File: src/rti_params.svh
`ifndef RTI_PARAMS_SVH
`define RTI_PARAMS_SVH

// ----------------------------------------------------------------
// Register map (word index; byte address is four times the index)
// ----------------------------------------------------------------
`define RTI_IDX_CFG 6'h1d
`define RTI_IDX_STAT 6'h20
`define RTI_CFG_RESET 16'h0000

// ----------------------------------------------------------------
// Field positions inside the insertion config register
// ----------------------------------------------------------------
`define RTI_CSUM_SEL_BIT 15
`define RTI_SEC_EN_BIT 14
`define RTI_SEC_LEN_HI 13
`define RTI_SEC_LEN_LO 12
`define RTI_NS_OFF_HI 11
`define RTI_NS_OFF_LO 6
`define RTI_SEC_OFF_HI 5
`define RTI_SEC_OFF_LO 0

// ----------------------------------------------------------------
// Datapath constants
// ----------------------------------------------------------------
`define RTI_NS_BYTES 3'h4
`define RTI_NS_SPAN 8'h04
`define RTI_CORR_ERR 16'h0001
`define RTI_CNT_MAX 8'hff
`define RTI_ZERO_BYTE 8'h00

`endif

File: src/rti_pkg.sv
package rti_pkg;

    // Position of the current byte relative to the PTP message
    typedef enum logic [1:0] {
        phase_idle,
        phase_in_msg,
        phase_after
    } rti_phase_t;

endpackage : rti_pkg

File: src/rti_byte_pick.sv
`timescale 1ns/1ps

// Picks one byte of a field written MSB first over a window of positions
module rti_byte_pick (
    input wire logic [31:0] value_in,
    input wire logic [2:0] nbytes_in,
    input wire logic [7:0] offset_in,
    input wire logic [7:0] index_in,
    output logic hit_out,
    output logic [7:0] byte_out
);
    // ----------------------------------------------------------------
    // Window test and byte select
    // ----------------------------------------------------------------
    wire logic [8:0] end_pos = {1'b0, offset_in} + {6'h00, nbytes_in};
    wire logic [7:0] rel = index_in - offset_in;
    wire logic [2:0] shift_bytes = nbytes_in - 3'h1 - rel[2:0];
    wire logic [31:0] shifted = value_in >> {shift_bytes, 3'h0};

    // Window closed on the top so wrap past 255 never matches
    assign hit_out = (index_in >= offset_in) && ({1'b0, index_in} < end_pos);
    assign byte_out = shifted[7:0];
endmodule : rti_byte_pick

File: src/rti_rx_insertion_enable.sv
`timescale 1ns/1ps
`include "rti_params.svh"

// Contract
// - Checksum handling acts only on IPv4 PTP event frames and only while insertion is enabled.
// - With checksum correction off, the UDP checksum of each stamped IPv4 event frame is zeroed.
// - With checksum correction off and a bad incoming UDP checksum, the frame CRC is corrupted.
// - With checksum correction on, the checksum is kept and a two-byte fix follows the PTP message.
// - With checksum correction on and a bad incoming checksum, the fix is made to leave it bad.
// - Seconds bytes are inserted only while seconds insertion is enabled; otherwise nanoseconds only.
// - Seconds enable, seconds length and both offsets have no effect while insertion is disabled.
// - The seconds length field 00..11 selects one to four least significant seconds bytes.
// - Seconds length is ignored when insertion or seconds insertion is off.
// - In append placement the nanoseconds offset counts from the end of the PTP message.
// - In in-place placement both offsets count from the first byte of the PTP message.
// - In append placement the seconds offset counts from the end of the inserted nanoseconds.
// - While insertion is enabled the captured timestamp is not offered for readout.
// - Append placement applies to Layer 2 frames only and only while insertion is enabled.
module rti_rx_insertion_enable (
    input wire logic mclk_in,
    input wire logic rst_n_in,
    input wire logic [7:0] avs_address_in,
    input wire logic avs_read_in,
    input wire logic avs_write_in,
    input wire logic [31:0] avs_writedata_in,
    input wire logic [3:0] avs_byteenable_in,
    output logic [31:0] avs_readdata_out,
    output logic avs_waitrequest_out,
    input wire logic rx_valid_in,
    input wire logic [7:0] rx_data_in,
    input wire logic rx_last_in,
    input wire logic msg_start_in,
    input wire logic msg_end_in,
    input wire logic udp_csum_byte_in,
    input wire logic fcs_byte_in,
    input wire logic ptp_event_in,
    input wire logic ipv4_in,
    input wire logic layer2_in,
    input wire logic udp_csum_err_in,
    input wire logic ts_valid_in,
    input wire logic [31:0] ts_ns_in,
    input wire logic [31:0] ts_sec_in,
    output logic mac_valid_out,
    output logic [7:0] mac_data_out,
    output logic mac_last_out,
    output logic ts_readout_valid_out
);
    // ----------------------------------------------------------------
    // Register bus slave
    // ----------------------------------------------------------------
    logic [15:0] rx_timestamp_insert_config;
    logic [15:0] insertion_enable_word;
    logic [15:0] frames_done;
    logic bus_ack;

    // One wait state: request is answered on the edge after it is seen
    wire logic bus_req = avs_read_in | avs_write_in;
    wire logic hit_cfg = avs_address_in[7:2] == `RTI_IDX_CFG;
    wire logic hit_stat = avs_address_in[7:2] == `RTI_IDX_STAT;
    wire logic cfg_wr = avs_write_in & bus_ack & hit_cfg;
    wire logic [15:0] next_cfg = {avs_byteenable_in[1] ? avs_writedata_in[15:8] : rx_timestamp_insert_config[15:8],
                                  avs_byteenable_in[0] ? avs_writedata_in[7:0] : rx_timestamp_insert_config[7:0]};
    wire logic [31:0] next_readdata = hit_cfg ? {16'h0000, rx_timestamp_insert_config} :
                                      hit_stat ? {16'h0000, frames_done} : 32'h0000_0000;
    assign avs_waitrequest_out = bus_req & ~bus_ack;

    // Ack and read data; unmapped reads return zero, unmapped writes vanish
    always_ff @(posedge mclk_in or negedge rst_n_in) begin
        if (!rst_n_in) begin
            bus_ack <= 1'b0;
            avs_readdata_out <= 32'h0000_0000;
        end else begin
            bus_ack <= bus_req & ~bus_ack;
            if (avs_read_in & ~bus_ack) begin
                avs_readdata_out <= next_readdata;
            end
        end
    end

    // Config register write with byte lanes
    always_ff @(posedge mclk_in or negedge rst_n_in) begin
        if (!rst_n_in) begin
            rx_timestamp_insert_config <= `RTI_CFG_RESET;
        end else if (cfg_wr) begin
            rx_timestamp_insert_config <= next_cfg;
        end
    end

    // ----------------------------------------------------------------
    // Field decode
    // ----------------------------------------------------------------
    // Insertion and append bits live in byte lane 2 of the config address,
    // outside the 16-bit config register; they are held in a local word
    // register here, loaded from the same bus write path.
    wire logic insertion_enable = insertion_enable_word[0];
    wire logic append_placement = insertion_enable_word[1];
    wire logic checksum_correction_select = rx_timestamp_insert_config[`RTI_CSUM_SEL_BIT];
    wire logic seconds_insert_enable = rx_timestamp_insert_config[`RTI_SEC_EN_BIT];
    wire logic [1:0] seconds_insert_length = rx_timestamp_insert_config[`RTI_SEC_LEN_HI:`RTI_SEC_LEN_LO];
    wire logic [5:0] nanosec_field_offset = rx_timestamp_insert_config[`RTI_NS_OFF_HI:`RTI_NS_OFF_LO];
    wire logic [5:0] sec_field_offset = rx_timestamp_insert_config[`RTI_SEC_OFF_HI:`RTI_SEC_OFF_LO];

    // Control word at byte lane 2 of the config address; lane 3 is not stored
    always_ff @(posedge mclk_in or negedge rst_n_in) begin
        if (!rst_n_in) begin
            insertion_enable_word <= `RTI_CFG_RESET;
        end else if (cfg_wr && avs_byteenable_in[2]) begin
            insertion_enable_word <= {8'h00, avs_writedata_in[23:16]};
        end
    end

    // ----------------------------------------------------------------
    // Timestamp capture for the frame in flight
    // ----------------------------------------------------------------
    logic [31:0] ts_ns_q;
    logic [31:0] ts_sec_q;
    logic ts_have;

    // A new capture in the last byte's cycle wins over the clear
    always_ff @(posedge mclk_in or negedge rst_n_in) begin
        if (!rst_n_in) begin
            ts_ns_q <= 32'h0000_0000;
            ts_sec_q <= 32'h0000_0000;
            ts_have <= 1'b0;
        end else if (ts_valid_in) begin
            ts_ns_q <= ts_ns_in;
            ts_sec_q <= ts_sec_in;
            ts_have <= 1'b1;
        end else if (rx_valid_in & rx_last_in) begin
            ts_have <= 1'b0;
        end
    end

    // Readout is offered only when the stamp is not being inserted
    always_ff @(posedge mclk_in or negedge rst_n_in) begin
        if (!rst_n_in) begin
            ts_readout_valid_out <= 1'b0;
        end else begin
            ts_readout_valid_out <= ts_valid_in & ~insertion_enable;
        end
    end

    // ----------------------------------------------------------------
    // Message position tracking
    // ----------------------------------------------------------------
    rti_pkg::rti_phase_t phase;
    rti_pkg::rti_phase_t next_phase;
    logic [7:0] pos;
    logic [7:0] after_cnt;

    wire logic in_msg_now = msg_start_in | (phase == rti_pkg::phase_in_msg);
    wire logic after_now = phase == rti_pkg::phase_after;
    wire logic [7:0] cur_pos = msg_start_in ? 8'h00 : pos;

    // Next phase; the frame end always returns to idle
    always_comb begin
        next_phase = phase;
        unique case (phase)
            rti_pkg::phase_idle: begin
                if (msg_start_in & msg_end_in) begin
                    next_phase = rti_pkg::phase_after;
                end else if (msg_start_in) begin
                    next_phase = rti_pkg::phase_in_msg;
                end
            end
            rti_pkg::phase_in_msg: begin
                if (msg_end_in) begin
                    next_phase = rti_pkg::phase_after;
                end
            end
            rti_pkg::phase_after: begin
                next_phase = rti_pkg::phase_after;
            end
        endcase
        if (rx_last_in) begin
            next_phase = rti_pkg::phase_idle;
        end
    end

    // Counters advance only on forwarded bytes
    always_ff @(posedge mclk_in or negedge rst_n_in) begin
        if (!rst_n_in) begin
            phase <= rti_pkg::phase_idle;
            pos <= 8'h00;
            after_cnt <= 8'h00;
        end else if (rx_valid_in) begin
            phase <= next_phase;
            pos <= cur_pos + 8'h01;
            if (in_msg_now & msg_end_in) begin
                after_cnt <= 8'h00;
            end else if (after_now && after_cnt != `RTI_CNT_MAX) begin
                after_cnt <= after_cnt + 8'h01;
            end
        end
    end

    // ----------------------------------------------------------------
    // Insertion placement
    // ----------------------------------------------------------------
    // Every effect below hangs off ins_frame, so a disabled block passes bytes untouched
    wire logic ins_frame = insertion_enable & ptp_event_in & ts_have;
    wire logic append_mode = append_placement & layer2_in & insertion_enable;
    wire logic [7:0] idx = append_mode ? after_cnt : cur_pos;
    wire logic region_ok = append_mode ? after_now : in_msg_now;
    wire logic [7:0] ns_off8 = {2'b00, nanosec_field_offset};
    // Appended seconds start past the four nanosecond bytes
    wire logic [7:0] sec_off8 = append_mode ? ns_off8 + `RTI_NS_SPAN + {2'b00, sec_field_offset}
                                            : {2'b00, sec_field_offset};
    wire logic [2:0] sec_nbytes = {1'b0, seconds_insert_length} + 3'h1;
    wire logic ns_hit;
    wire logic sec_hit;
    wire logic [7:0] ns_byte;
    wire logic [7:0] sec_byte;

    rti_byte_pick u_ns_pick (
        .value_in(ts_ns_q),
        .nbytes_in(`RTI_NS_BYTES),
        .offset_in(ns_off8),
        .index_in(idx),
        .hit_out(ns_hit),
        .byte_out(ns_byte)
    );

    rti_byte_pick u_sec_pick (
        .value_in(ts_sec_q),
        .nbytes_in(sec_nbytes),
        .offset_in(sec_off8),
        .index_in(idx),
        .hit_out(sec_hit),
        .byte_out(sec_byte)
    );

    // Nanoseconds win if a careless offset overlaps the two fields
    wire logic ins_ns = ins_frame & region_ok & ns_hit;
    wire logic ins_sec = ins_frame & region_ok & seconds_insert_enable & sec_hit & ~ins_ns;

    // ----------------------------------------------------------------
    // UDP checksum handling
    // ----------------------------------------------------------------
    // Append is Layer 2 only, so every timestamp write in a UDP frame is in place inside the message
    wire logic csum_apply = ins_frame & ipv4_in & ~layer2_in;
    wire logic zero_csum = csum_apply & ~checksum_correction_select & udp_csum_byte_in;
    wire logic fcs_bad = csum_apply & ~checksum_correction_select & udp_csum_err_in & fcs_byte_in;
    // Relies on software enabling correction only with two spare bytes present
    wire logic corr_hi = csum_apply & checksum_correction_select & after_now & (after_cnt == 8'h00);
    wire logic corr_lo = csum_apply & checksum_correction_select & after_now & (after_cnt == 8'h01);
    wire logic ins_any = ins_ns | ins_sec;
    wire logic [7:0] new_byte = ins_ns ? ns_byte : sec_byte;
    // Message starts on an even UDP offset, so even positions are word high bytes
    wire logic word_hi = ~idx[0];
    wire logic [19:0] old_term = word_hi ? {4'h0, rx_data_in, 8'h00} : {12'h000, rx_data_in};
    wire logic [19:0] new_term = word_hi ? {4'h0, new_byte, 8'h00} : {12'h000, new_byte};
    logic [19:0] acc_old;
    logic [19:0] acc_new;

    // End-around carry fold to 16 bits
    function automatic logic [15:0] rti_fold(input logic [19:0] s);
        logic [16:0] t;
        t = {1'b0, s[15:0]} + {13'h0000, s[19:16]};
        return t[15:0] + {15'h0000, t[16]};
    endfunction : rti_fold

    // Fix word = sum(old) - sum(new) in ones' complement
    wire logic [15:0] fold_old = rti_fold(acc_old);
    wire logic [15:0] fold_new_inv = ~rti_fold(acc_new);
    wire logic [16:0] corr_sum = {1'b0, fold_old} + {1'b0, fold_new_inv};
    wire logic [15:0] corr_good = corr_sum[15:0] + {15'h0000, corr_sum[16]};
    wire logic [15:0] corr_word = udp_csum_err_in ? corr_good ^ `RTI_CORR_ERR : corr_good;

    // Accumulate the replaced and replacing words of this message
    always_ff @(posedge mclk_in or negedge rst_n_in) begin
        if (!rst_n_in) begin
            acc_old <= 20'h0_0000;
            acc_new <= 20'h0_0000;
        end else if (rx_valid_in & msg_start_in) begin
            acc_old <= ins_any ? old_term : 20'h0_0000;
            acc_new <= ins_any ? new_term : 20'h0_0000;
        end else if (rx_valid_in & ins_any & ~append_mode) begin
            acc_old <= acc_old + old_term;
            acc_new <= acc_new + new_term;
        end
    end

    // ----------------------------------------------------------------
    // Output byte select and pipeline register
    // ----------------------------------------------------------------
    wire logic [7:0] next_data = fcs_bad ? ~rx_data_in :
                                 zero_csum ? `RTI_ZERO_BYTE :
                                 corr_hi ? corr_word[15:8] :
                                 corr_lo ? corr_word[7:0] :
                                 ins_any ? new_byte :
                                 rx_data_in;

    // One cycle of latency; data always from flops
    always_ff @(posedge mclk_in or negedge rst_n_in) begin
        if (!rst_n_in) begin
            mac_valid_out <= 1'b0;
            mac_data_out <= 8'h00;
            mac_last_out <= 1'b0;
        end else begin
            mac_valid_out <= rx_valid_in;
            mac_last_out <= rx_valid_in & rx_last_in;
            if (rx_valid_in) begin
                mac_data_out <= next_data;
            end
        end
    end

    // Count of stamped frames, visible in the status register
    always_ff @(posedge mclk_in or negedge rst_n_in) begin
        if (!rst_n_in) begin
            frames_done <= 16'h0000;
        end else if (rx_valid_in & rx_last_in & ins_frame) begin
            frames_done <= frames_done + 16'h0001;
        end
    end

    // ----------------------------------------------------------------
    // Assertions
    // ----------------------------------------------------------------
    a_bus_one_wait: assert property (@(posedge mclk_in) disable iff (!rst_n_in)
        bus_req && avs_waitrequest_out |=> !avs_waitrequest_out)
        else $error("bus answer took more than one wait cycle");

    a_ipv4_only: assert property (@(posedge mclk_in) disable iff (!rst_n_in)
        rx_valid_in && udp_csum_byte_in && !ipv4_in && !ins_any && !fcs_byte_in
        |=> mac_data_out == $past(rx_data_in))
        else $error("checksum touched on a non IPv4 frame");

    a_csum_zeroed: assert property (@(posedge mclk_in) disable iff (!rst_n_in)
        rx_valid_in && udp_csum_byte_in && insertion_enable && ptp_event_in && ts_have && ipv4_in
        && !layer2_in && !checksum_correction_select && !fcs_byte_in |=> mac_data_out == 8'h00)
        else $error("UDP checksum byte not zeroed");

    a_fcs_corrupt: assert property (@(posedge mclk_in) disable iff (!rst_n_in)
        rx_valid_in && fcs_byte_in && udp_csum_err_in && csum_apply && !checksum_correction_select
        |=> mac_data_out == ~$past(rx_data_in))
        else $error("CRC byte not corrupted on checksum error");

    a_corr_placed: assert property (@(posedge mclk_in) disable iff (!rst_n_in)
        rx_valid_in && corr_hi && !udp_csum_err_in ##1 rx_valid_in && corr_lo && !udp_csum_err_in
        |=> mac_data_out == $past(corr_good[7:0]) && $past(mac_data_out) == $past(corr_good[15:8], 2))
        else $error("checksum fix not placed after message");

    a_corr_spoiled: assert property (@(posedge mclk_in) disable iff (!rst_n_in)
        rx_valid_in && corr_lo && udp_csum_err_in |=> mac_data_out[0] != $past(corr_good[0]))
        else $error("bad checksum not preserved in fix");

    a_sec_gated: assert property (@(posedge mclk_in) disable iff (!rst_n_in)
        rx_valid_in && !seconds_insert_enable && !ins_ns && !zero_csum && !fcs_bad && !corr_hi && !corr_lo
        |=> mac_data_out == $past(rx_data_in)) else $error("seconds written while off");

    a_disabled_pass: assert property (@(posedge mclk_in) disable iff (!rst_n_in)
        rx_valid_in && !insertion_enable |=> mac_data_out == $past(rx_data_in))
        else $error("byte altered while insertion disabled");

    a_ns_msb_first: assert property (@(posedge mclk_in) disable iff (!rst_n_in)
        rx_valid_in && ins_frame && !append_mode && in_msg_now && cur_pos == ns_off8 && !fcs_byte_in
        && !udp_csum_byte_in |=> mac_data_out == $past(ts_ns_q[31:24]))
        else $error("in-place nanoseconds not MSB first at offset");

    a_ns_append: assert property (@(posedge mclk_in) disable iff (!rst_n_in)
        rx_valid_in && ins_frame && append_mode && after_now && after_cnt == ns_off8 && !fcs_byte_in
        |=> mac_data_out == $past(ts_ns_q[31:24]))
        else $error("appended nanoseconds misplaced");

    a_sec_append: assert property (@(posedge mclk_in) disable iff (!rst_n_in)
        rx_valid_in && ins_frame && append_mode && after_now && seconds_insert_enable && !fcs_byte_in
        && after_cnt == ns_off8 + 8'h04 + {2'b00, sec_field_offset} && seconds_insert_length == 2'b11
        |=> mac_data_out == $past(ts_sec_q[31:24]))
        else $error("appended seconds misplaced");

    a_readout_hidden: assert property (@(posedge mclk_in) disable iff (!rst_n_in)
        insertion_enable && $stable(insertion_enable) |-> !ts_readout_valid_out)
        else $error("timestamp offered for readout during insertion");

endmodule : rti_rx_insertion_enable

File: config.mk
export PLATFORM = sky130hd
export DESIGN_NAME = rti_rx_insertion_enable
export DESIGN_NICKNAME = d
export VERILOG_FILES = /design/src/rti_pkg.sv /design/src/rti_byte_pick.sv /design/src/rti_rx_insertion_enable.sv
export VERILOG_INCLUDE_DIRS = /design/src /design/src/src
export SDC_FILE = /design/constraint.sdc
export NUM_CORES = 1
export LEC_CHECK = 0
export BUFFER_PORTS_ARGS = -buffer_cell sky130_fd_sc_hd__buf_2
export CAP_MARGIN = 5
export CORE_MARGIN = 4
export CORE_UTILIZATION = 34
export CTS_CLUSTER_DIAMETER = 120
export CTS_CLUSTER_SIZE = 8
export DETAILED_ROUTE_END_ITERATION = 7
export GPL_TIMING_DRIVEN = 0
export SLEW_MARGIN = 20
export SYNTH_ARGS = -nofsm -noshare
export SYNTH_HDL_FRONTEND = slang
export SYNTH_SLANG_ARGS = --single-unit
export TNS_END_PERCENT = 10
File: constraint.sdc
create_clock -name mclk_in -period 7.2 [get_ports mclk_in]
set_input_delay 0.36 -clock mclk_in [delete_from_list [all_inputs] [get_ports mclk_in]]
set_output_delay 0.36 -clock mclk_in [all_outputs]
set_load 0.01 [all_outputs]
==> run_results.csv, run 1 <==
group,metric,value,unit
logic_synthesis,synth_top_family_by_area,"compound AO/OA/AOI/OAI gates",
sta,slew_headroom,35.8,%
job,drv_cap,0,
drt,drtIter0Drc,731,
logic_synthesis,synth_edf_count,0,
sta,timing.final.crit_share,95.3,%
finish,stdcell_area,16500,sq um
drt,first_pass_iters,5,
drt,drt-total-wl,41.3,mm
drt,via_per_inst,5.43,
die,die_w,213,um
logic_synthesis,synth_simple_gate_area_share,16.3,%
sta,hold_viol,0,
sta,fin_worst_skew,11.3,ps
placement,dpl.hpwl,32.6,mm
die,rows,74,
drt,wire_per_inst,18.3,um
min_path,worstHoldPathType,"input port to flip-flop",
worst_setup_path,crit_slowest_cell,"a31oi_2",
worst_setup_path,cp_data_required_time,7590,ps
sta,drv_slew,0,
pwr,peakVddDrop,182,uV
logic_synthesis,synth_compound_area_share,17.5,%
logic_synthesis,synth_common_cells,"dfrtp_1 (185), nor2_1 (171), ha_1 (115)",
logic_synthesis,synth_xor_area_share,8.00,%
outcome,status,"finished, final reports clean",
worst_setup_path,critPathTopFamily,"compound AO/OA/AOI/OAI gates",
logic_synthesis,ys_seq_area_share,32.5,%
drt,ant_nets,0,
pwr,p_per_area,303,nW/um^2
logic_synthesis,synthArstFlopShare,100,%
logic_synthesis,synth.top_cell.area_share,32.5,%
cts,cts_buffer_depth,2,
finish,drive_gt1_share,20.7,%
logic_synthesis,synth.cell_area,14200,sq um
global_routing,grt_overflow,0,
logic_synthesis,yosys-top-cells-area,"dfrtp_1 (33%), ha_1 (10%), mux2_2 (6.8%)",
logic_synthesis,yosys.area_share.adder,11.6,%
global_routing,antenna_found_initial,3,
die,dieArea,45200,sq um
cts,cts_inserted_buffers,17,
cts,htree_levels,4,
worst_setup_path,cpMostUsedCell,"a21oi_1",
pwr,power,5010,uW
finish,area_delta_synth_final,16.1,%
worst_setup_path,path_class,"flip-flop to flip-flop",
logic_synthesis,muxShareOfSynthArea,9.76,%
worst_setup_path,cp.buffers_inverters,5,
drt,vias,12200,
worst_setup_path,critPathArrivalTime,7250,ps
sta,final.setup.tns,0,ps
sta,rsz0062_at_grt,"yes",
cts,clock_latency,460,ps
logic_synthesis,synth_cell_types,89,
pwr,total_leakage_power,0.00728,uW
cts,clk_pin_slew_worst_paths,80,ps
global_routing,grt_pass1_wl,65.6,mm
placement,placed_area,15700,sq um
sta,finalSetupViolations,0,
placement,dp.cells,2219,
worst_setup_path,startpoint_type,"flip-flop",
sta,tightest_slew,953,ps
global_routing,grt_pass1_vias,12100,
logic_synthesis,yosysWarnings,0,
sta,fmax,146,MHz
logic_synthesis,synth.avg_cell_area,9.30,sq um
logic_synthesis,syn_inst,1530,
die,initial_core_util,34.6,%
die,boundaryPins,175,
global_routing,track_usage,18.4,%
finish,fin_nets,1964,
global_routing,grt_max_degree,95,
placement,gp_congestion,0.898,
logic_synthesis,synth_flop_cell,"dfrtp_1",
die,core_area,41100,sq um
logic_synthesis,synth_area_leader_cell,"dfrtp_1",
worst_setup_path,cp-end-kind,"flip-flop",
cts,tritoncts,"yes",
finish,layoutNonFillerInstCount,2254,
sta,fin_crit,6860,ps
cts,cts-root-buf,"clkbuf_16",
placement,io_buffers,140,
drt,drc_errors,0,
logic_synthesis,synth.most_common_cell,"dfrtp_1",
die,die_h,213,um
worst_setup_path,worstPathMaxFanout,11,
logic_synthesis,ys_ff_latch,185,
worst_setup_path,cpPeakStageDelay,500,ps
cts,clock-sinks,185,
[kinds of logic (layout without fill, tap and decap cells)]
kind of cell / Yosys count / count (layout)
XOR/XNOR: 130 / 130
AND/OR/NAND/NOR: 482 / 482
other: 1 / 17
flip-flops: 185 / 185
adder cells (fa/ha/maj): 126 / 126
AO/OA/AOI/OAI: 361 / 361
multiplexers: 108 / 108
buffers and inverters: 137 / 313
[metal layers]
| layer | up-vias | wire length (um) | share of wire, % | GRT usage (%) |
|---|---|---|---|---|
| li1 | 5875 | - | - | - |
| met1 | 5954 | 18800 | 45 | 24.9 |
| met2 | 342 | 19200 | 46 | 29.5 |
| met3 | 67 | 2130 | 5.2 | 3.26 |
| met4 | 4 | 1170 | 2.8 | 6.86 |
| met5 | - | 22 | 0.053 | 0 |
[per-stage QoR]
stage               util (%)  setup slack, ps  hold slack, ps
CTS                     39.9             11.6            50.3
finish                  40.2              338            79.2
floorplan                  -              942            64.4
detailed placement      38.2             -969             137
global route            40.2            -56.9            69.9
global placement        38.1             -888             449
[path summary, 6_finish.rpt]
path	from	slack, ps	cells after the start	endpoint
min in group asynchronous	rst_n_in	250	2	bus_ack
max in group asynchronous	rst_n_in	5850	4	acc_old[16]
max reg2reg	insertion_enable_word[0]	340	25	acc_new[18]
min reg2reg	bus_ack	470	1	bus_ack
max	insertion_enable_word[0]	340	25	acc_new[18]
min	rx_valid_in	80	1	mac_valid_out
[final cells by class]
| class | count | area (sq um) |
|---|---|---|
| Multi-Input combinational cell | 1223 | 9190 |
| Sequential cell | 185 | 4630 |
| Antenna cell | 1 | 2.50 |
| Buffer | 76 | 390 |
| Clock inverter | 15 | 203 |
| Fill cell | 4133 | 24600 |
| Tap cell | 532 | 666 |
| Timing Repair Buffer | 145 | 791 |
| Clock buffer | 17 | 425 |
| Inverter | 60 | 225 |
[what timing repair did]
item,in CTS,in global routing
setup endpoints to repair,14,13
hold buffers,1,0
endpoints found under the hold margin,94,0
buffers inserted,0,2
gates resized for setup,15,18
pin swaps,0,4
[where the power goes]
group	total, uW	switching [uW]	internal, uW
clock	1000	494	505
combinational	2630	1550	1080
sequential	1380	189	1190
[cell usage in the layout, fill, tap and decap left out, types with 47 or more instances in the layout]
cell	Yosys	routed
xnor2_1	74	73
mux2_2	86	86
o21ai_0	49	47
xor2_1	56	56
inv_1	59	59
nand2_1	108	108
buf_2	10	149
a21oi_1	106	103
ha_1	115	115
nor2_1	171	171
dfrtp_1	185	184
[state kept, by name (all words and copies together), names as in the netlist, 16 cells and up]
| signal | cells |
|---|---|
| ts_ns_q | 32 |
| ts_sec_q | 32 |
| acc_new | 20 |
| acc_old | 20 |
| avs_readdata_out | 16 |
| frames_done | 16 |
| rx_timestamp_insert_config | 16 |
Power figures use the tool's default switching activity.
==> run 2, diff against run 1 <==
--- a/config.mk
+++ b/config.mk
@@ -17,5 +17,6 @@
 export SLEW_MARGIN = 20
 export SYNTH_ARGS = -nofsm -noshare
 export SYNTH_HDL_FRONTEND = slang
+export SYNTH_HIERARCHICAL = 1
 export SYNTH_SLANG_ARGS = --single-unit
 export TNS_END_PERCENT = 10
==> constraint.sdc (replaced) <==
create_clock -name mclk_in -period 6.9 [get_ports mclk_in]
set_input_delay 0.345 -clock mclk_in [delete_from_list [all_inputs] [get_ports mclk_in]]
set_output_delay 0.345 -clock mclk_in [all_outputs]
set_load 0.01 [all_outputs]
==> run 2 against run 1 <==
  * Sequential cell count unchanged
  * Clock power increased by 7%
  * Final cell count increased by 0.22%
  * Sequential power about the same
  * Register-to-register slack about the same
  * Clock-buffer cell count increased by 2
  * Synthesized cell count decreased by 0.59%
  * Fmax increased by 4.7%
  * Area after synthesis increased by 0.75%
  * Via count decreased by 1.3%
  * Global-route usage decreased by 0.41 points
  * Largest cell class unchanged
  * Largest power group unchanged
==> run_results.csv, run 2 <==
group,metric,value,unit
logic_synthesis,yosysWarnings,6,
sta,fin_worst_skew,16.5,ps
finish,top_regs,"ts_ns_q (32), ts_sec_q (32)",
logic_synthesis,muxShareOfSynthArea,9.85,%
logic_synthesis,synth.cell_area,14300,sq um
worst_setup_path,r2r_start,"insertion_enable_word[0]",
sta,timing.final.crit_share,94.9,%
placement,dpl.hpwl,31.8,mm
min_path,hold_path_end,"mac_valid_out",
logic_synthesis,synth_edf_count,0,
logic_synthesis,ys_ff_latch,185,
sta,drv_slew,0,
finish,final_cell_mix,"dfrtp_1 (184), buf_2 (141), nor2_1 (137)",
logic_synthesis,synth_flop_cell,"dfrtp_1",
pwr,power,4840,uW
global_routing,grt_overflow,0,
job,drv_cap,0,
logic_synthesis,synthArstFlopShare,100,%
global_routing,grt_pass1_vias,11900,
die,rows,74,
placement,io_buffers,140,
worst_setup_path,r2r_cells,20,
global_routing,antenna_found_initial,1,
logic_synthesis,synth.avg_cell_area,9.43,sq um
drt,drtIter0Drc,580,
die,die_w,213,um
finish,ff_latch_area,4630,sq um
worst_setup_path,startpoint_type,"flip-flop",
logic_synthesis,synth_xor_area_share,8.47,%
logic_synthesis,synth_top_family_by_area,"compound AO/OA/AOI/OAI gates",
logic_synthesis,synth_common_cells,"dfrtp_1 (185), nor2_1 (139), ha_1 (120)",
finish,antenna_cells,0,
logic_synthesis,synth_area_leader_cell,"dfrtp_1",
die,boundaryPins,175,
drt,drt-met1-wl,19.3,mm
global_routing,grt_max_degree,96,
logic_synthesis,yosys.area_share.adder,12.1,%
logic_synthesis,ys_seq_area_share,32.3,%
die,initial_core_util,34.7,%
placement,gp_congestion,0.868,
cts,cts-root-buf,"clkbuf_16",
min_path,worstHoldPathType,"input port to flip-flop",
die,die_h,213,um
worst_setup_path,critPathArrivalTime,6940,ps
drt,wl_met3,2.02,mm
worst_setup_path,cp_data_required_time,7290,ps
logic_synthesis,synth_cell_types,82,
drt,vias,12100,
pwr,total_leakage_power,0.00745,uW
drt,first_pass_iters,5,
drt,route.met2.wl,18.7,mm
sta,finalSetupViolations,0,
worst_setup_path,crit_chain,"nand3_1, nand2_1, a21boi_2, inv_1, nand2b_4, a211o_1, a2111oi_2, o32a_1, o2111ai_2, mux2i_2, nor2_1, ha_1, a21o_1, a21oi_1, o211ai_1, a41oi_1, o41ai_1, a21oi_1, or3_1, a21oi_1",
logic_synthesis,synth_compound_area_share,16.6,%
cts,tritoncts,"yes",
worst_setup_path,rrSetupSlack,350,ps
global_routing,grt_pass1_wl,64.9,mm
die,core_area,41300,sq um
sta,tightest_slew,1010,ps
pwr,p_per_area,290,nW/um^2
finish,multi_input_area,9310,sq um
global_routing,track_usage,18.0,%
worst_setup_path,worstPathMaxFanout,17,
sta,slew_headroom,32.2,%
drt,ant_nets,0,
finish,area_delta_synth_final,16.5,%
cts,htree_levels,4,
cts,clock-sinks,185,
sta,fmax,153,MHz
cts,clk_pin_slew_worst_paths,80,ps
sta,fin_crit,6550,ps
min_path,min_path_cells,1,
drt,via_per_inst,5.35,
worst_setup_path,crit_slowest_cell,"o41ai_1",
die,dieArea,45500,sq um
sta,hold_viol,0,
cts,cts_inserted_buffers,17,
worst_setup_path,timing.rr.end,"acc_new[19]",
logic_synthesis,synth_simple_gate_area_share,16.2,%
drt,dr.max_layer_used,"met4",
drt,drc_errors,0,
min_path,worstHoldStart,"rx_valid_in",
finish,drive_gt1_share,19.9,%
sta,rsz0062_at_grt,"yes",
finish,n_fill_cell,4136,
cts,clock_latency,470,ps
sta,whs,43.4,ps
pwr,peakVddDrop,170,uV
finish,fin_nets,1977,
finish,final_common_cell,"dfrtp_1",
logic_synthesis,yosys-top-cells-area,"dfrtp_1 (32%), ha_1 (10%), mux2_2 (6.4%)",
worst_setup_path,path_class,"flip-flop to flip-flop",
logic_synthesis,synth.top_cell.area_share,32.3,%
worst_setup_path,cpPeakStageDelay,620,ps
logic_synthesis,syn_inst,1521,
drt,drt-total-wl,40.6,mm
finish,layoutNonFillerInstCount,2259,
worst_setup_path,cpMostUsedCell,"a21oi_1",
worst_setup_path,cp-end-kind,"flip-flop",
cts,cts_buffer_depth,2,
logic_synthesis,synth.most_common_cell,"dfrtp_1",
outcome,status,"finished, final reports clean",
placement,dp.cells,2219,
sta,final.setup.tns,0,ps
drt,wire_per_inst,18.0,um
run 2: cell count changes after synthesis, sizes merged, moves of 7 or more:
cell and delta:
a21oi -23, a31oi -7, buf -10, inv +22, mux2i +8, nand2 -10, nand2b +10, nor2 -32
nor2b +32, nor3 -10, o2111ai +8, xnor2 +14, xor2 -7
run 2: worst max path at each step:
| stage | slack, ps | endpoint | cells after the start | from |
|---|---|---|---|---|
| after floorplan | 720 | mac_data_out[4] | 34 | acc_old[16] |
| after global placement | -130 | mac_data_out[4] | 34 | acc_old[16] |
| after detailed placement | -310 | mac_data_out[4] | 34 | acc_old[16] |
| after CTS | 30 | mac_data_out[4] | 31 | acc_new[16] |
| after global routing | -50 | acc_new[19] | 21 | insertion_enable_word[0] |
| final | 350 | acc_new[19] | 20 | insertion_enable_word[0] |
run 2: area by class of cell:
class | instances | area share (%)
Clock inverter | 13 | 1.09
Buffer | 71 | 1.97
Sequential cell | 185 | 27.7
Timing Repair Buffer | 151 | 5.01
Inverter | 81 | 1.82
Multi-Input combinational cell | 1207 | 55.7
Clock buffer | 19 | 2.65
Tap cell | 532 | 3.99
run 2: cells by family (layout without fill, tap and decap cells):
logic type	count (synthesis)	after routing
simple gates	457	457
compound gates	344	344
flops	185	185
buf+inv	153	335
xor+xnor	137	137
fa+ha+maj	132	132
mux	111	111
other cells	2	26
run 2: layer usage:
layer | global-route usage [%] | up-vias
li1 | - | 5845
met1 | 25.8 | 5903
met2 | 28.7 | 294
met3 | 2.62 | 42
met4 | 4.72 | 0
met5 | 0 | -
run 2: through the flow:
| step | instance area [sq um] | setup WS (ps) | util [%] |
|---|---|---|---|
| after floorplan | 14400 | 716 | - |
| after global placement | 15800 | -132 | 38.2 |
| after detailed placement | 15900 | -312 | 38.4 |
| after CTS | 16500 | 26.0 | 40.0 |
| after global routing | 16700 | -46.9 | 40.4 |
| final | 16700 | 349 | 40.4 |
run 2: where the power goes:
group | switching, uW | internal [uW] | total (uW)
registers | 180 | 1230 | 1410
logic | 1330 | 1040 | 2360
clock network | 502 | 564 | 1070
total | 2010 | 2830 | 4840
run 2: critical path, delay by kind of cell, from the launching register on:
kind / cells / cell delay [ps]
mux: 1 / 570
flops: 1 / 420
buf+inv: 1 / 460
simple gates: 5 / 1250
compound gates: 12 / 3440
fa+ha+maj: 1 / 310
run 2: repair_timing:
action | CTS | global route
hold buffers | 1 | 0
endpoints found under the setup margin | 7 | 12
pin swaps | 0 | 6
setup buffers | 0 | 8
resized for setup | 5 | 26
endpoints found under the hold margin | 14 | 0
==> run 3, diff against run 2 <==
--- a/config.mk
+++ b/config.mk
@@ -6,6 +6,7 @@
 export SDC_FILE = /design/constraint.sdc
 export NUM_CORES = 1
 export LEC_CHECK = 0
+export ABC_AREA = 1
 export BUFFER_PORTS_ARGS = -buffer_cell sky130_fd_sc_hd__buf_2
 export CAP_MARGIN = 5
 export CORE_MARGIN = 4
==> run 3 against run 2 <==
  * Routed wire length is 14% higher
  * Register-to-register slack better by 290 ps
  * Setup slack better by 290 ps
  * Sequential cell count stayed put
  * Clock-buffer cell count is 2 lower
  * Sequential power hardly changed
  * Combinational power is 6% higher
  * Largest power group unchanged
==> run_results.csv, run 3 <==
group,metric,value,unit
logic_synthesis,synth_flop_cell,"dfrtp_1",
worst_setup_path,r2r_cells,27,
outcome,status,"finished, final reports clean",
worst_setup_path,startpoint_type,"flip-flop",
logic_synthesis,yosys-top-cells-area,"dfrtp_1 (30%), nand2_1 (15%), ha_1 (9.7%)",
min_path,min_path_cells,3,
global_routing,antenna_found_initial,0,
worst_setup_path,cp-end-kind,"flip-flop",
finish,top_regs,"ts_ns_q (32), ts_sec_q (32)",
global_routing,grt_max_degree,95,
logic_synthesis,ys_seq_area_share,29.9,%
pwr,total_leakage_power,0.00922,uW
pwr,power_frac_comb,51.1,%
global_routing,grt_pass1_vias,14500,
die,die_h,221,um
worst_setup_path,cpMostUsedCell,"o21ai_0",
cts,clock-sinks,185,
global_routing,track_usage,18.5,%
min_path,worstHoldPathType,"input port to flip-flop",
logic_synthesis,synth_area_leader_cell,"dfrtp_1",
cts,tritoncts,"yes",
pwr,p_sw_share,47.0,%
drt,first_pass_iters,5,
sta,tightest_slew,1190,ps
logic_synthesis,synth.avg_cell_area,6.96,sq um
drt,drc_errors,0,
sta,fin_worst_skew,10.4,ps
sta,fin_crit,6270,ps
pwr,peakVddDrop,159,uV
logic_synthesis,synth.cell_area,15500,sq um
worst_setup_path,critPathTopFamily,"compound AO/OA/AOI/OAI gates",
min_path,hold_path_end,"ts_sec_q[31]",
die,core_area,44600,sq um
finish,final_common_cell,"nand2_1",
finish,fin_nets,2681,
cts,clock_latency,460,ps
logic_synthesis,yosysWarnings,6,
worst_setup_path,cp.buffers_inverters,8,
logic_synthesis,syn_inst,2226,
cts,clk_pin_slew_worst_paths,80,ps
pwr,seq_power_share,28.7,%
placement,placed_area,17100,sq um
sta,drv_slew,0,
logic_synthesis,synth.top_cell.area_share,29.9,%
sta,slew_headroom,20.2,%
cts,htree_levels,4,
finish,area_delta_synth_final,14.4,%
worst_setup_path,worstPathMaxFanout,13,
die,initial_core_util,34.7,%
worst_setup_path,path_class,"flip-flop to flip-flop",
finish,layoutNonFillerInstCount,3023,
pwr,p_per_area,277,nW/um^2
sta,whs,81.7,ps
drt,drt-total-wl,46.2,mm
sta,hold_viol,0,
drt,via_per_inst,4.90,
cts,cts-root-buf,"clkbuf_16",
worst_setup_path,cpPeakStageDelay,920,ps
global_routing,grt_pass1_wl,74.6,mm
pwr,power,4910,uW
sta,final.setup.tns,0,ps
drt,ant_nets,0,
sta,timing.final.crit_share,90.8,%
drt,drtIter0Drc,926,
die,boundaryPins,175,
logic_synthesis,synth_common_cells,"nand2_1 (634), inv_1 (267), nor2_1 (255)",
pwr,p_int,2600,uW
die,dieArea,49000,sq um
worst_setup_path,timing.rr.end,"acc_new[18]",
logic_synthesis,synth_edf_count,0,
finish,final_cell_mix,"nand2_1 (634), inv_1 (267), nor2_1 (255)",
drt,wire_per_inst,15.3,um
finish,antenna_cells,0,
finish,stdcell_area,17700,sq um
logic_synthesis,ys_ff_latch,185,
worst_setup_path,crit_slowest_cell,"o21ai_0",
sta,fmax,160,MHz
finish,n_fill_cell,4645,
cts,cts_buffer_depth,2,
drt,vias,14800,
worst_setup_path,cp_data_required_time,7250,ps
global_routing,grt_overflow,0,
pwr,clkPwrFrac,20.2,%
worst_setup_path,r2r_start,"insertion_enable_word[0]",
job,drv_cap,0,
logic_synthesis,synthArstFlopShare,100,%
worst_setup_path,critPathArrivalTime,6610,ps
sta,finalSetupViolations,0,
finish,drive_gt1_share,12.7,%
logic_synthesis,synth.most_common_cell,"nand2_1",
die,die_w,221,um
logic_synthesis,synth_cell_types,59,
cts,cts_inserted_buffers,17,
die,rows,77,
pwr,switchingPower,2310,uW
placement,gp_congestion,0.925,
min_path,worstHoldStart,"ts_sec_in[31]",
placement,dpl.hpwl,37.5,mm
worst_setup_path,rrSetupSlack,630,ps
placement,dp.cells,2987,
placement,io_buffers,140,
sta,rsz0062_at_grt,"no",
[run 3: cells by family (layout without fill, tap and decap cells)]
kind of cell               after synthesis  in the layout  synth area share (%)
and+or+nand+nor                       1103           1103                  29.9
buffers and inverters                  353            531                  9.56
AOI/OAI and AO/OA                      349            349                  13.2
DFF                                    185            185                  29.9
adders and majority gates              132            132                  11.2
xor gates and xnor gates                84             84                  4.94
muxes                                   18             18                  1.31
other                                    2             29                0.0485
[run 3: what timing repair did]
action | 4_1_cts | 5_1_grt
resized for setup | 0 | 1
endpoints found under the setup margin | 0 | 4
hold endpoints to repair | 20 | 0
buffers inserted | 0 | 2
hold buffers | 2 | 0
[run 3: cell type report]
cell class / count / area [sq um] / area share [%]
Multi-Input combinational cell: 1715 / 9480 / 53.5
Clock inverter: 15 / 156 / 0.883
Buffer: 68 / 402 / 2.27
Sequential cell: 185 / 4630 / 26.1
Inverter: 285 / 1080 / 6.09
Timing Repair Buffer: 146 / 801 / 4.52
Clock buffer: 17 / 425 / 2.40
Tap cell: 592 / 741 / 4.18
[run 3: how the worst max path moves through the flow]
| stage | start | endpoint | slack (ps) | cells past startpoint |
|---|---|---|---|---|
| after global routing | acc_new[16] | mac_data_out[4] | 20 | 41 |
| after detailed placement | insertion_enable_word[0] | acc_new[19] | 510 | 24 |
| after CTS | insertion_enable_word[0] | acc_new[19] | 490 | 24 |
| after floorplan | acc_new[16] | mac_data_out[4] | 1740 | 41 |
| after global placement | insertion_enable_word[0] | acc_new[17] | 650 | 23 |
| final | insertion_enable_word[0] | acc_new[18] | 630 | 27 |
[run 3: stage by stage]
stage          utilization, %  setup WS [ps]
2_1_floorplan               -           1740
3_3_place_gp             38.2            652
3_5_place_dp             38.3            515
4_1_cts                  39.7            489
5_1_grt                  39.7           22.5
6_report                 39.7            634
[run 3: power groups by stage]
stage,Combinational [uW],Clock [uW],Sequential [uW]
2_1_floorplan,1840,0,1370
3_3_place_gp,2410,0,1420
3_5_place_dp,2470,0,1430
4_1_cts,2480,1020,1410
5_1_grt,2860,1060,1430
6_report,2510,991,1410
[run 3: worst reg2reg max path: stages, from the launching register on]
cell,delay [ps]
dfrtp_1,470
nand3_2,230
nand2_1,140
o21ai_2,140
inv_2,190
clkbuf_1,740
fa_1,600
buf_6,170
buf_6,130
o21ai_0,200
o32ai_2,130
inv_2,60
nor2_1,40
o21ai_0,920
nor2_1,160
ha_1,400
inv_1,60
o21ai_0,140
inv_1,50
o21ai_0,110
a21oi_1,150
o21a_1,200
o21ai_0,260
nand2_1,80
inv_1,110
nand2_1,50
o21ai_0,140
nor2_1,70
[run 3: routing by layer]
metal | track usage, % | share of wire (%) | vias up
met1 | 24.9 | 46 | 6779
met5 | 0 | 0 | -
met4 | 6.06 | 2.6 | 0
li1 | - | - | 7577
met3 | 2.52 | 4.8 | 65
met2 | 30.8 | 46 | 384
